==> config.mk <==
export PLATFORM = sky130hd
export DESIGN_NAME = exc_route_cfg
export DESIGN_NICKNAME = d
export VERILOG_FILES = /design/src/hdl/exc_route_pkg.sv /design/src/hdl/exc_route_cfg.sv
export SDC_FILE = /design/constraint.sdc
export NUM_CORES = 1
export LEC_CHECK = 0
export ABC_AREA = 1
export BUFFER_PORTS_ARGS = -buffer_cell sky130_fd_sc_hd__buf_2
export CAP_MARGIN = 20
export CORE_ASPECT_RATIO = 2
export CORE_MARGIN = 5
export CORE_UTILIZATION = 53
export DETAILED_ROUTE_END_ITERATION = 6
export GPL_TIMING_DRIVEN = 0
export HOLD_SLACK_MARGIN = 0.1
export PLACE_DENSITY_LB_ADDON = 0.2
export SLEW_MARGIN = 20
export SYNTH_ARGS = -nofsm -noshare
export SYNTH_HDL_FRONTEND = slang
export SYNTH_SLANG_ARGS = --single-unit
==> constraint.sdc <==
create_clock -name sys_clk -period 1.8 [get_ports sys_clk]
set_input_delay 0.09 -clock sys_clk [delete_from_list [all_inputs] [get_ports sys_clk]]
set_output_delay 0.09 -clock sys_clk [all_outputs]
set_load 0.01 [all_outputs]
==> src/hdl/exc_route_pkg.sv <==
package exc_route_pkg;

  // Register map.
  localparam logic [1:0] ROUTE_REG_INDEX = 2'h3;
  localparam logic [7:0] ROUTE_REG_RESET = 8'h00;
  localparam int         SRC_ONE_MSB     = 7;
  localparam int         SRC_ONE_LSB     = 5;
  localparam int         SRC_TWO_MSB     = 4;
  localparam int         SRC_TWO_LSB     = 2;
  localparam logic [2:0] ROUTE_OFF       = 3'h0;
  localparam logic [2:0] ROUTE_RESERVED  = 3'h7;
  localparam int         ROUTE_TARGETS   = 6;

  // Command opcodes live in the upper nibble, register index in bits 3:2.
  localparam logic [3:0] CMD_WRITE_OP = 4'h4;
  localparam logic [3:0] CMD_READ_OP  = 4'h2;

  // Upper address bits; value is arbitrary.
  localparam logic [2:0] ADDR_BASE_HI = 3'h4;

  // Bit counter value that marks a full byte.
  localparam logic [3:0] BYTE_BITS = 4'h8;

  // Target protocol states.
  typedef enum logic [8:0] {
    ST_IDLE      = 9'h001,
    ST_ADDR      = 9'h002,
    ST_ADDR_ACK  = 9'h004,
    ST_CMD       = 9'h008,
    ST_CMD_ACK   = 9'h010,
    ST_WDATA     = 9'h020,
    ST_WDATA_ACK = 9'h040,
    ST_RDATA     = 9'h080,
    ST_RDATA_ACK = 9'h100
  } tgt_state_t;

endpackage

==> src/hdl/exc_route_cfg.sv <==
`timescale 1ns/100ps
`default_nettype none

module exc_route_cfg
  import exc_route_pkg::*;
(
  // Clock and reset.
  input  wire  logic       sys_clk,
  input  wire  logic       rst,
  // Two-wire bus pins; the clock pin is input only.
  input  wire  logic       scl_in,
  input  wire  logic       sda_in,
  output logic             sda_out,
  output logic             sda_oe,
  // Address straps, each a two-bit connection code.
  input  wire  logic [1:0] address_select_pin_0,
  input  wire  logic [1:0] address_select_pin_1,
  // Data-ready request from the converter core and its open-drain pin.
  input  wire  logic       result_ready,
  output logic             conversion_ready_out,
  output logic             conversion_ready_oe,
  // Routing to the analog switches.
  output logic [2:0]       source_one_route_sel,
  output logic [2:0]       source_two_route_sel,
  output logic [5:0]       excitation_source_one,
  output logic [5:0]       excitation_source_two
);

  ////////////////////////////////////////////////////////////////////////////
  logic [1:0] scl_sync_reg;
  logic [1:0] sda_sync_reg;
  logic       scl_prev_reg;
  logic       sda_prev_reg;
  logic [3:0] strap_meta_reg;
  logic [3:0] strap_reg;
  tgt_state_t state_reg;
  logic [3:0] bit_cnt_reg;
  logic [7:0] shift_reg;
  logic [7:0] tx_reg;
  logic [7:0] route_reg;
  logic       rd_pending_reg;
  logic [1:0] rd_index_reg;
  logic       wr_pending_reg;
  logic [1:0] wr_index_reg;
  logic       scl_rise;
  logic       scl_fall;
  logic       start_cond;
  logic       stop_cond;
  logic [6:0] own_addr;
  logic [7:0] route_read;

  // Two-flop synchronisers for the bus pins.
  always_ff @(posedge sys_clk or posedge rst) begin
    if (rst) begin
      scl_sync_reg <= 2'h3;
      sda_sync_reg <= 2'h3;
    end else begin
      scl_sync_reg <= {scl_sync_reg[0], scl_in};
      sda_sync_reg <= {sda_sync_reg[0], sda_in};
    end
  end

  // Previous synchronised levels for edge detection.
  always_ff @(posedge sys_clk or posedge rst) begin
    if (rst) begin
      scl_prev_reg <= 1'b1;
      sda_prev_reg <= 1'b1;
    end else begin
      scl_prev_reg <= scl_sync_reg[1];
      sda_prev_reg <= sda_sync_reg[1];
    end
  end

  // Bus events decoded from the synchronised pins.
  assign scl_rise   = scl_sync_reg[1] & ~scl_prev_reg;
  assign scl_fall   = ~scl_sync_reg[1] & scl_prev_reg;
  assign start_cond = scl_sync_reg[1] & scl_prev_reg & ~sda_sync_reg[1] & sda_prev_reg;
  assign stop_cond  = scl_sync_reg[1] & scl_prev_reg & sda_sync_reg[1] & ~sda_prev_reg;

  ////////////////////////////////////////////////////////////////////////////
  // Straps pass two flops; each pin's four connections give four codes.
  always_ff @(posedge sys_clk or posedge rst) begin
    if (rst) begin
      strap_meta_reg <= 4'h0;
      strap_reg      <= 4'h0;
    end else begin
      strap_meta_reg <= {address_select_pin_1, address_select_pin_0};
      strap_reg      <= strap_meta_reg;
    end
  end

  assign own_addr = {ADDR_BASE_HI, strap_reg};

  ////////////////////////////////////////////////////////////////////////////
  // Protocol sequencer: samples and shifts on clock rise, drives the data pin on clock fall.
  // target protocol engine
  always_ff @(posedge sys_clk or posedge rst) begin
    if (rst) begin
      state_reg      <= ST_IDLE;
      bit_cnt_reg    <= 4'h0;
      shift_reg      <= 8'h00;
      tx_reg         <= 8'h00;
      sda_oe         <= 1'b0;
      rd_pending_reg <= 1'b0;
      rd_index_reg   <= 2'h0;
      wr_pending_reg <= 1'b0;
      wr_index_reg   <= 2'h0;
    end else if (start_cond) begin
      state_reg   <= ST_ADDR;
      bit_cnt_reg <= 4'h0;
      sda_oe      <= 1'b0;
    end else if (stop_cond) begin
      state_reg      <= ST_IDLE;
      sda_oe         <= 1'b0;
      wr_pending_reg <= 1'b0;
    end else if (scl_rise) begin
      if (state_reg == ST_ADDR || state_reg == ST_CMD || state_reg == ST_WDATA || state_reg == ST_RDATA) begin
        shift_reg   <= {shift_reg[6:0], sda_sync_reg[1]};
        bit_cnt_reg <= bit_cnt_reg + 4'h1;
      end
    end else if (scl_fall) begin
      case (state_reg)
        ST_ADDR: begin
          if (bit_cnt_reg == BYTE_BITS) begin
            if (shift_reg[7:1] == own_addr) begin
              state_reg <= ST_ADDR_ACK;
              sda_oe    <= 1'b1;
            end else begin
              state_reg <= ST_IDLE;
            end
          end
        end
        ST_ADDR_ACK: begin
          bit_cnt_reg <= 4'h0;
          if (shift_reg[0]) begin
            state_reg      <= ST_RDATA;
            tx_reg         <= (rd_pending_reg && rd_index_reg == ROUTE_REG_INDEX) ? route_read : 8'h00;
            sda_oe         <= ~((rd_pending_reg && rd_index_reg == ROUTE_REG_INDEX) ? route_read[7] : 1'b0);
            rd_pending_reg <= 1'b0;
          end else begin
            state_reg <= ST_CMD;
            sda_oe    <= 1'b0;
          end
        end
        ST_CMD: begin
          if (bit_cnt_reg == BYTE_BITS) begin
            state_reg <= ST_CMD_ACK;
            sda_oe    <= 1'b1;
          end
        end
        ST_CMD_ACK: begin
          sda_oe      <= 1'b0;
          bit_cnt_reg <= 4'h0;
          if (shift_reg[7:4] == CMD_WRITE_OP) begin
            state_reg      <= ST_WDATA;
            wr_pending_reg <= 1'b1;
            wr_index_reg   <= shift_reg[3:2];
          end else begin
            state_reg      <= ST_IDLE;
            rd_pending_reg <= (shift_reg[7:4] == CMD_READ_OP);
            rd_index_reg   <= shift_reg[3:2];
          end
        end
        ST_WDATA: begin
          if (bit_cnt_reg == BYTE_BITS) begin
            state_reg <= ST_WDATA_ACK;
            sda_oe    <= 1'b1;
          end
        end
        ST_WDATA_ACK: begin
          state_reg      <= ST_IDLE;
          sda_oe         <= 1'b0;
          wr_pending_reg <= 1'b0;
        end
        ST_RDATA: begin
          if (bit_cnt_reg == BYTE_BITS) begin
            state_reg <= ST_RDATA_ACK;
            sda_oe    <= 1'b0;
          end else begin
            sda_oe <= ~tx_reg[3'h7 - bit_cnt_reg[2:0]];
          end
        end
        ST_RDATA_ACK: begin
          state_reg <= ST_IDLE;
          sda_oe    <= 1'b0;
        end
        default: begin
          state_reg <= ST_IDLE;
          sda_oe    <= 1'b0;
        end
      endcase
    end
  end

  // no clock driver
  // The data pin only ever pulls low; the clock pin has no output at all.
  assign sda_out = 1'b0;

  ////////////////////////////////////////////////////////////////////////////
  // Routing register, committed when the data byte is acknowledged.
  always_ff @(posedge sys_clk or posedge rst) begin
    if (rst) begin
      route_reg <= ROUTE_REG_RESET;
    end else if (scl_fall && !start_cond && !stop_cond && state_reg == ST_WDATA
                 && bit_cnt_reg == BYTE_BITS && wr_pending_reg && wr_index_reg == ROUTE_REG_INDEX) begin
      route_reg <= {shift_reg[SRC_ONE_MSB:SRC_TWO_LSB], 2'h0};
    end
  end

  assign route_read = {route_reg[SRC_ONE_MSB:SRC_TWO_LSB], 2'h0};

  // Field outputs straight from the register.
  assign source_one_route_sel = route_reg[SRC_ONE_MSB:SRC_ONE_LSB];
  assign source_two_route_sel = route_reg[SRC_TWO_MSB:SRC_TWO_LSB];

  ////////////////////////////////////////////////////////////////////////////
  // Switch enables; code 111 closes nothing, keeping a stray write harmless.
  genvar g;
  generate
    for (g = 0; g < ROUTE_TARGETS; g++) begin : g_route
      always_ff @(posedge sys_clk or posedge rst) begin
        if (rst) begin
          excitation_source_one[g] <= 1'b0;
          excitation_source_two[g] <= 1'b0;
        end else begin
          excitation_source_one[g] <= (route_reg[SRC_ONE_MSB:SRC_ONE_LSB] == 3'(g + 1));
          excitation_source_two[g] <= (route_reg[SRC_TWO_MSB:SRC_TWO_LSB] == 3'(g + 1));
        end
      end
    end
  endgenerate

  ////////////////////////////////////////////////////////////////////////////
  // Open-drain data-ready pin: low while a result waits, released otherwise.
  always_ff @(posedge sys_clk or posedge rst) begin
    if (rst) begin
      conversion_ready_oe <= 1'b0;
    end else begin
      conversion_ready_oe <= result_ready;
    end
  end

  assign conversion_ready_out = 1'b0;

endmodule

`default_nettype wire

; ---- Word-level counts from Yosys, hierarchy flattened
; Cells that the tools add are included.
[word_totals]
in_bits = 9
output_inout_bits = 22
register_bits = 69
wordCells = 156
[op_classes]
n_mux = 40
n_reduce_logical = 29
bitwise_logic = 17
n_eq_ne = 38
order_cmp = 1
add_sub_neg = 2
[op_table]
columns = op, n
row1 = two-way mux 9 bit, 8
row2 = case mux 9 bit (6 select lines), 1
row3 = two-way mux 4 bit, 6
row4 = AND reduction 6 bit, 4
row5 = "!= test 4 x 3 -> 1 bit, second input constant", 5
row6 = "equality test 3 bit, second input constant", 6
row7 = two-way mux 1 bit, 17
row8 = two-way mux 8 bit, 2
row9 = "equality test 3 x 2 -> 1 bit, second input constant", 4
row10 = nonzero test 3 bit, 4
row11 = inverter 1 bit, 10
row12 = AND reduction 5 bit, 2
row13 = "equality test 9 x 2 -> 1 bit, second input constant", 1
row14 = "equality test 9 x 3 -> 1 bit, second input constant", 1
row15 = "equality test 9 x 4 -> 1 bit, second input constant", 1
row16 = "equality test 9 x 5 -> 1 bit, second input constant", 1
row17 = "equality test 9 x 6 -> 1 bit, second input constant", 1
row18 = "equality test 9 x 7 -> 1 bit, second input constant", 1
row19 = "equality test 9 x 8 -> 1 bit, second input constant", 1
row20 = AND reduction 4 bit, 2
row21 = bitwise AND 1 bit, 7
row22 = equality test 7 bit, 1
row23 = logical AND 1 bit, 7
row24 = AND reduction 7 bit, 1
row25 = other kinds (22), 33

; ---- Longest topological paths before layout
; Gate-level depths: netlist of run 1.
[depth]
word_depth = 10
depth_mapped = 11
depth_no_buf = 11

; ---- Least setup slack after synthesis of run 1
; No wires, ideal clock.
[synth_timing]
path_kind = reg2reg
from = register scl_sync_reg[1]
to = register route_reg[4]
path_buffers = 1
arrival_ps = 1509
synth_period_minus_slack_ps = 1636
path_slack_ps = 164
setup_ps = 127
t_required_ps = 1673
path_stages_with_launch = 10
path_cell_list = dfstp_2 ha_1 nand2_1 nor2_1 inv_2 nand2_1 inv_2 nand3_1 buf_2 o21ai_0
[synth_via]
elab_chain_len = 10
word_cells_on_any_way = 15
cone_classes = 7 x bitwise / 8 x reduce/logical
[synth_rtl]
columns = item, line_no
row1 = start: declaration, exc_route_cfg.sv:30  ; logic [1:0] scl_sync_reg;
row2 = start signal: assignment, exc_route_cfg.sv:58  ; scl_sync_reg <= {scl_sync_reg[0], scl_in};
row3 = bitwise AND 1 bit, "exc_route_cfg.sv:77, exc_route_cfg.sv:78"
row4 = bitwise AND 1 bit (2 in series), exc_route_cfg.sv:77  ; assign start_cond = scl_sync_reg[1] & scl_prev_reg & ~sda_sync_reg[1] & sda_prev_reg;
row5 = zero test 1 bit, exc_route_cfg.sv:204  ; end else if (scl_fall && !start_cond && !stop_cond && state_reg == ST_WDATA
row6 = logical AND 1 bit, exc_route_cfg.sv:204
row7 = logical AND 1 bit (*) (2 in series), exc_route_cfg.sv:204
row8 = logical AND 1 bit (*) (3 in series), exc_route_cfg.sv:205  ; && bit_cnt_reg == BYTE_BITS && wr_pending_reg && wr_index_reg == ROUTE_REG_INDEX) begin
row9 = end signal: assignment, exc_route_cfg.sv:206  ; route_reg <= {shift_reg[SRC_ONE_MSB:SRC_TWO_LSB], 2'h0};
row10 = end: declaration, exc_route_cfg.sv:40  ; logic [7:0] route_reg;
; Mark *: on every way between the ends. The rest lies on a longest branch, timed or not.
; A chain may end at the register's enable or synchronous reset.

; ---- Worst setup path after layout of run 1
[layout_timing]
from = register scl_sync_reg[1]
to = register bit_cnt_reg[2]
[layout_via]
elab_chain_len = 5
word_cells_on_any_way = 16
cone_classes = 2 x eq/ne / 3 x mux / 8 x bitwise / 3 x reduce/logical
[layout_rtl]
columns = item, line_no
row1 = bitwise AND 1 bit, "exc_route_cfg.sv:77, exc_route_cfg.sv:78"
row2 = "bitwise AND 1 bit, on equally long branches (2 in series)", "exc_route_cfg.sv:77, exc_route_cfg.sv:78"
row3 = != test 3 x 1 -> 1 bit (no line) (tied with other cells), -
row4 = AND reduction 4 bit (no line), -
row5 = end signal: assignment, exc_route_cfg.sv:119  ; bit_cnt_reg <= bit_cnt_reg + 4'h1;
row6 = end: declaration, exc_route_cfg.sv:37  ; logic [3:0] bit_cnt_reg;
; Several ways; a longest one is shown, not always the timed one. The select of a mux whose other input is x is not followed.

==> results.json, run 1 <==
{
  "syn_avg_cell_area_um2": 8.48,
  "drtIter0Drc": 139,
  "routed_via_density": 5.33,
  "path_cells": "ha_2 > inv_2 > buf_4 > buf_4 > nor4_1 > nand4_1 > nand2_1",
  "antenna_found_initial": 0,
  "grt_max_degree": 43,
  "grt_pass1_vias": 2730,
  "finalHoldViolCount": 0,
  "reg2reg_from": "scl_sync_reg[1]",
  "top_layer": "met4",
  "synth_commonest_cells": "94 x nand2_1, 60 x dfrtp_1, 54 x inv_1",
  "wl_per_cell_um": 14.4,
  "drc": 0,
  "synthMostInstantiatedCell": "nand2_1",
  "min_period_ns": 1.70,
  "ys.flop_type": "dfrtp_1",
  "async_flop_share_pct": 100,
  "slowest_stage": "dfstp_2",
  "synth-seq-area-share_pct": 52.7,
  "largest_reg_flops": 9,
  "grt.total_usage_pct": 21.3,
  "drt-met1-wl_um": 2490,
  "synth_area_leaders": "dfrtp_1 47%, nand2_1 11%, inv_1 6.3%, dfstp_2 5.8%, nand3_1 5.3%",
  "ys_warn_count": 0,
  "port_buffers": 28,
  "hold_slack_ns": 0.288,
  "drive_gt1_share_pct": 24.2,
  "die_h_um": 120,
  "syn_inst": 377,
  "synth_top_area_cell": "dfrtp_1",
  "final_util_pct": 65.8,
  "nets": 443,
  "crit_top_cell": "buf_4",
  "rr_worst_depth": 7,
  "yosys.area.top_type_share_pct": 47.0,
  "setup_tns_ns": 0,
  "route.met2.wl_um": 3980,
  "rsz0062_at_grt": "no",
  "insertion_delay_ns": 0.33,
  "route.met3.wl_um": 232,
  "vias": 2648,
  "syn-cell-area_um2": 3200,
  "grt_pass1_wl_um": 12300,
  "cap_violations": 0,
  "finalCritPeriodShare_pct": 94.7,
  "worstSetupPathType": "register to register",
  "initial_core_util_pct": 53.7,
  "stdcell_area_um2": 3920,
  "drv_slew": 0,
  "cts-root-buf": "clkbuf_16",
  "clock_sinks": 67,
  "area_growth_pct": 22.7,
  "r2r_slack_ns": 0.1,
  "ir_worst_vdd_mv": 0.928,
  "synth_xor_area_share_pct": 0.548,
  "hold_class": "input pin to async pin",
  "status": "completed",
  "postRouteAntennaNets": 0,
  "die_area_um2": 7780,
  "fp.coreArea_um2": 5960,
  "synth_mux_area_share_pct": 0,
  "rows": 40,
  "total_power_mw": 3.63,
  "cp.required_ns": 2.07,
  "power_density_nw_per_um2": 927,
  "die_x_um": 64.9,
  "ys_seq_elements": 67,
  "p_leak_nw": 1.97,
  "numCtsBuffers": 9,
  "slowest_delay_ns": 0.58,
  "pin_count": 31,
  "cts.htree.levels": 3,
  "synth_edf_count": 0,
  "routed_wl_um": 7180,
  "synth_top_family_by_area": "simple AND/OR/NAND/NOR gates",
  "crit_arrival_ns": 1.97,
  "ys_types": 28,
  "synth_compound_area_share_pct": 7.09,
  "first_pass_iters": 4,
  "overflow": 0,
  "hpwl_um": 5410,
  "r2r_end": "bit_cnt_reg[2]",
  "report.final.setup_viol": 0,
  "fmax_mhz": 587,
  "cts_buffer_depth": 2,
  "cp-start-kind": "register",
  "clk_pin_slew_ns": 0.05,
  "gp_congestion": 0.967,
  "yosys.area_share.simple_pct": 29.1,
  "critPathCaptureType": "register",
  "dpl_cell_area_um2": 3440,
  "yosys.area_share.adder_pct": 1.96,
  "worstPathMaxFanout": 4,
  "n_antenna_cell": 0,
  "cts_tree": "yes",
  "finClkSkew_ns": 0.00578
}
[worst max-delay path, delay by kind of cell (launching register included)]
| family | cells | cell delay (ns) |
|---|---|---|
| DFF | 1 | 0.58 |
| buffers and inverters | 3 | 0.34 |
| adders and majority gates | 1 | 0.24 |
| and+or+nand+nor | 3 | 0.47 |
[cells in the final DEF (no fill, tap or decap), types with 9 or more instances in the layout]
cell type,count
nand2_1,93
dfrtp_1,60
inv_1,51
nand3_1,33
buf_2,28
nor2_1,23
nor3_1,14
o21ai_0,12
o21ai_1,11
nand4_1,9
o21ai_2,9
clkbuf_16,9
[timing repair]
item                       in CTS  in global routing
gates cloned                    0                  1
gates resized for setup         6                 20
buffers inserted                2                  0
hold buffers                    8                  0
pin swaps                       0                  2
setup endpoints to repair      33                 31
hold endpoints to repair       74                  0
[layout make-up]
class / instances / area [um^2]
fillers: 492 / 2040
flip-flops and latches: 67 / 1690
multi-input cells: 246 / 1320
repair buffers: 40 / 267
clock buffers: 14 / 254
inverters: 59 / 226
well taps: 63 / 78.8
plain buffers: 6 / 56.3
clock inverters: 2 / 35.0
[how the worst max path moves through the flow]
stage / end / cells past startpoint / startpoint
after global routing: state_reg[3] / 9 / scl_sync_reg[1]
after global placement: bit_cnt_reg[0] / 2 / rst
final: bit_cnt_reg[2] / 7 / scl_sync_reg[1]
after detailed placement: tx_reg[7] / 9 / scl_prev_reg
after floorplan: bit_cnt_reg[0] / 1 / rst
after CTS: shift_reg[4] / 9 / scl_sync_reg[1]
[power by group]
part / internal [mW] / total, mW / switching [mW]
Combinational: 0.120 / 0.336 / 0.216
Sequential: 1.57 / 1.62 / 0.0480
Clock: 1.11 / 1.68 / 0.571
[layer usage]
| layer | up-vias | GRT usage (%) |
|---|---|---|
| met5 | - | 0 |
| met3 | 31 | 4.96 |
| met2 | 66 | 36.6 |
| met1 | 1254 | 21.1 |
| li1 | 1297 | - |
| met4 | 0 | 17.2 |
[kinds of logic (layout without fill, tap and decap cells)]
logic type                 after synthesis  after routing
DFF                                     67             67
AOI/OAI and AO/OA                       36             36
adders and majority gates                5              5
xor gates and xnor gates                 2              2
other                                    1              2
and+or+nand+nor                        201            201
buffers and inverters                   65            121
[through the flow]
| step | worst slack (ns) | std cells |
|---|---|---|
| after global placement | -0.659 | 469 |
| after detailed placement | -0.182 | 470 |
| after global routing | 0.00469 | 497 |
| after floorplan | 0.0384 | 378 |
| final | 0.0952 | 497 |
| after CTS | 0.00265 | 496 |
Power figures use the tool's default switching activity.
==> run 2: changes to the inputs <==
- PLACE_DENSITY: default -> 0.75
- PLACE_DENSITY_LB_ADDON: 0.2 -> default
- SLEW_MARGIN: 20 -> 30
==> run 2 against run 1 <==
Wire length rose by 4.4%. Largest power group unchanged. Critical path type unchanged. Sequential power barely moved. Power rose by 6.1%. Die area did not move. Highest routed layer unchanged. Cell count rose by 0.60%. Count of clock-buffer cells in the layout fell by 2. Register-to-register slack got worse by 0.05 ns. Hold slack got worse by 0.014 ns.
==> results.json, run 2 (synthesized netlist as in run 1, its figures left out) <==
{
  "p_leak_nw": 2.01,
  "finalCritPeriodShare_pct": 97.4,
  "drtIter0Drc": 112,
  "report.final.setup_viol": 0,
  "clk_pin_slew_ns": 0.05,
  "p_int_mw": 2.98,
  "hold_class": "input pin to async pin",
  "cts_buffer_depth": 2,
  "pin_count": 31,
  "rows": 40,
  "postRouteAntennaNets": 0,
  "cts-root-buf": "clkbuf_16",
  "hpwl_um": 5430,
  "cts.htree.levels": 3,
  "grt_pass1_wl_um": 12100,
  "die_x_um": 64.9,
  "worstSetupPathType": "register to register",
  "routed_via_density": 5.41,
  "layout_commonest_cell": "nand2_1",
  "cp-start-kind": "register",
  "overflow": 0,
  "clock_sinks": 67,
  "seq_area_um2": 1690,
  "path_buf_inv": 3,
  "fp.coreArea_um2": 5960,
  "slowest_stage": "dfstp_2",
  "initial_core_util_pct": 53.7,
  "power_density_nw_per_um2": 963,
  "swShare_pct": 22.7,
  "multi_input_area_um2": 1320,
  "wl_per_cell_um": 15.0,
  "nFillCells": 457,
  "numCtsBuffers": 9,
  "largest_reg_flops": 9,
  "total_power_mw": 3.85,
  "crit_arrival_ns": 1.97,
  "first_pass_iters": 5,
  "antenna_found_initial": 0,
  "setup_slack_ns": 0.0465,
  "gp_congestion": 0.901,
  "area_growth_pct": 25.3,
  "slowest_delay_ns": 0.58,
  "die_h_um": 120,
  "finClkSkew_ns": 0.00546,
  "drc": 0,
  "cap_violations": 0,
  "clkPwrFrac_pct": 49.0,
  "worstPathMaxFanout": 8,
  "min_period_ns": 1.75,
  "cts_tree": "yes",
  "port_buffers": 28,
  "setup_tns_ns": 0,
  "finalHoldViolCount": 0,
  "grt.total_usage_pct": 20.7,
  "combPwrFrac_pct": 9.0,
  "ir_worst_vdd_mv": 1.01,
  "fmax_mhz": 570,
  "n_antenna_cell": 0,
  "grt_pass1_vias": 2732,
  "path_cells": "ha_2 > inv_2 > buf_4 > nor2_1 > o21ai_4 > buf_6 > nand2_2 > o21ai_2",
  "die_area_um2": 7780,
  "path_delay_family": "flip-flops",
  "drive_gt1_share_pct": 26.5,
  "final_util_pct": 67.2,
  "grt_max_degree": 48,
  "routed_wl_um": 7500,
  "vias": 2705,
  "p_seq_share_pct": 42.0,
  "critPathCaptureType": "register",
  "switching_power_mw": 0.876,
  "status": "completed",
  "dp_slack_ns": -0.183,
  "layout_common_cells": "91 x nand2_1, 60 x dfrtp_1, 50 x inv_1",
  "drv_slew": 0,
  "cp.required_ns": 2.02,
  "nets": 446,
  "insertion_delay_ns": 0.33
}
-- run 2: cell types whose count changed in the layout (fill, tap and decap cells not counted), moves of 2 or more --
| cell | before | now |
|---|---|---|
| clkbuf_1 | 4 | 1 |
| nand2_1 | 93 | 91 |
| inv_2 | 6 | 8 |
| buf_6 | 4 | 7 |
| nor2_2 | 6 | 8 |
-- run 2: through the flow --
step	instances	instance area, um^2	hold slack (ns)
after floorplan	378	3200	0.0945
after global placement	469	3420	0.195
after detailed placement	470	3450	0.0587
after CTS	500	3940	0.259
after global routing	500	4000	0.297
final	500	4000	0.274
-- run 2: per-layer routing --
| layer | GRT usage [%] | vias to the layer above | share of wire [%] |
|---|---|---|---|
| met5 | 0 | - | 0 |
| met4 | 15.6 | 0 | 5.2 |
| met3 | 4.49 | 28 | 2.8 |
| met1 | 19.5 | 1306 | 35 |
| li1 | - | 1309 | - |
| met2 | 37.5 | 62 | 57 |
-- run 2: final cells by class --
cell class	instances	area share [%]
Sequential cell	67	42.1
Multi-Input combinational cell	246	33.1
Timing Repair Buffer	43	7.69
Clock buffer	12	6.41
Inverter	59	5.60
Tap cell	63	1.97
Clock inverter	4	1.81
Buffer	6	1.34
-- run 2: worst register-to-register path, stage by stage, from the launching register on --
cell,delay [ns]
dfstp_2,0.58
ha_2,0.24
inv_2,0.07
buf_4,0.16
nor2_1,0.19
o21ai_4,0.14
buf_6,0.16
nand2_2,0.05
o21ai_2,0.05
-- run 2: repair_timing --
item | in CTS | in global routing
hold endpoints to repair | 74 | 0
gates cloned | 1 | 0
setup buffers | 5 | 0
hold buffers | 8 | 0
gates resized for setup | 11 | 18
pin swaps | 1 | 6
setup endpoints to repair | 35 | 35
-- run 2: worst paths after layout --
check	from	to	depth (start not counted)	slack [ns]
setup / recovery	scl_sync_reg[1]	shift_reg[0]	8	0.05
hold / removal	rst	shift_reg[1]	3	0.27
setup reg to reg	scl_sync_reg[1]	shift_reg[0]	8	0.05
hold reg to reg	strap_meta_reg[1]	strap_reg[1]	0	0.35
max in group asynchronous	rst	excitation_source_one[4]	4	1.01
min in group sys_clk	strap_meta_reg[1]	strap_reg[1]	0	0.35
-- run 2: power groups by stage --
stage               Clock (mW)  Combinational, mW  Sequential, mW
floorplan                    0              0.225            1.63
global placement             0              0.290            1.64
detailed placement           0              0.310            1.64
CTS                       1.92              0.337            1.62
global route              1.98              0.389            1.62
finish                    1.89              0.349            1.62
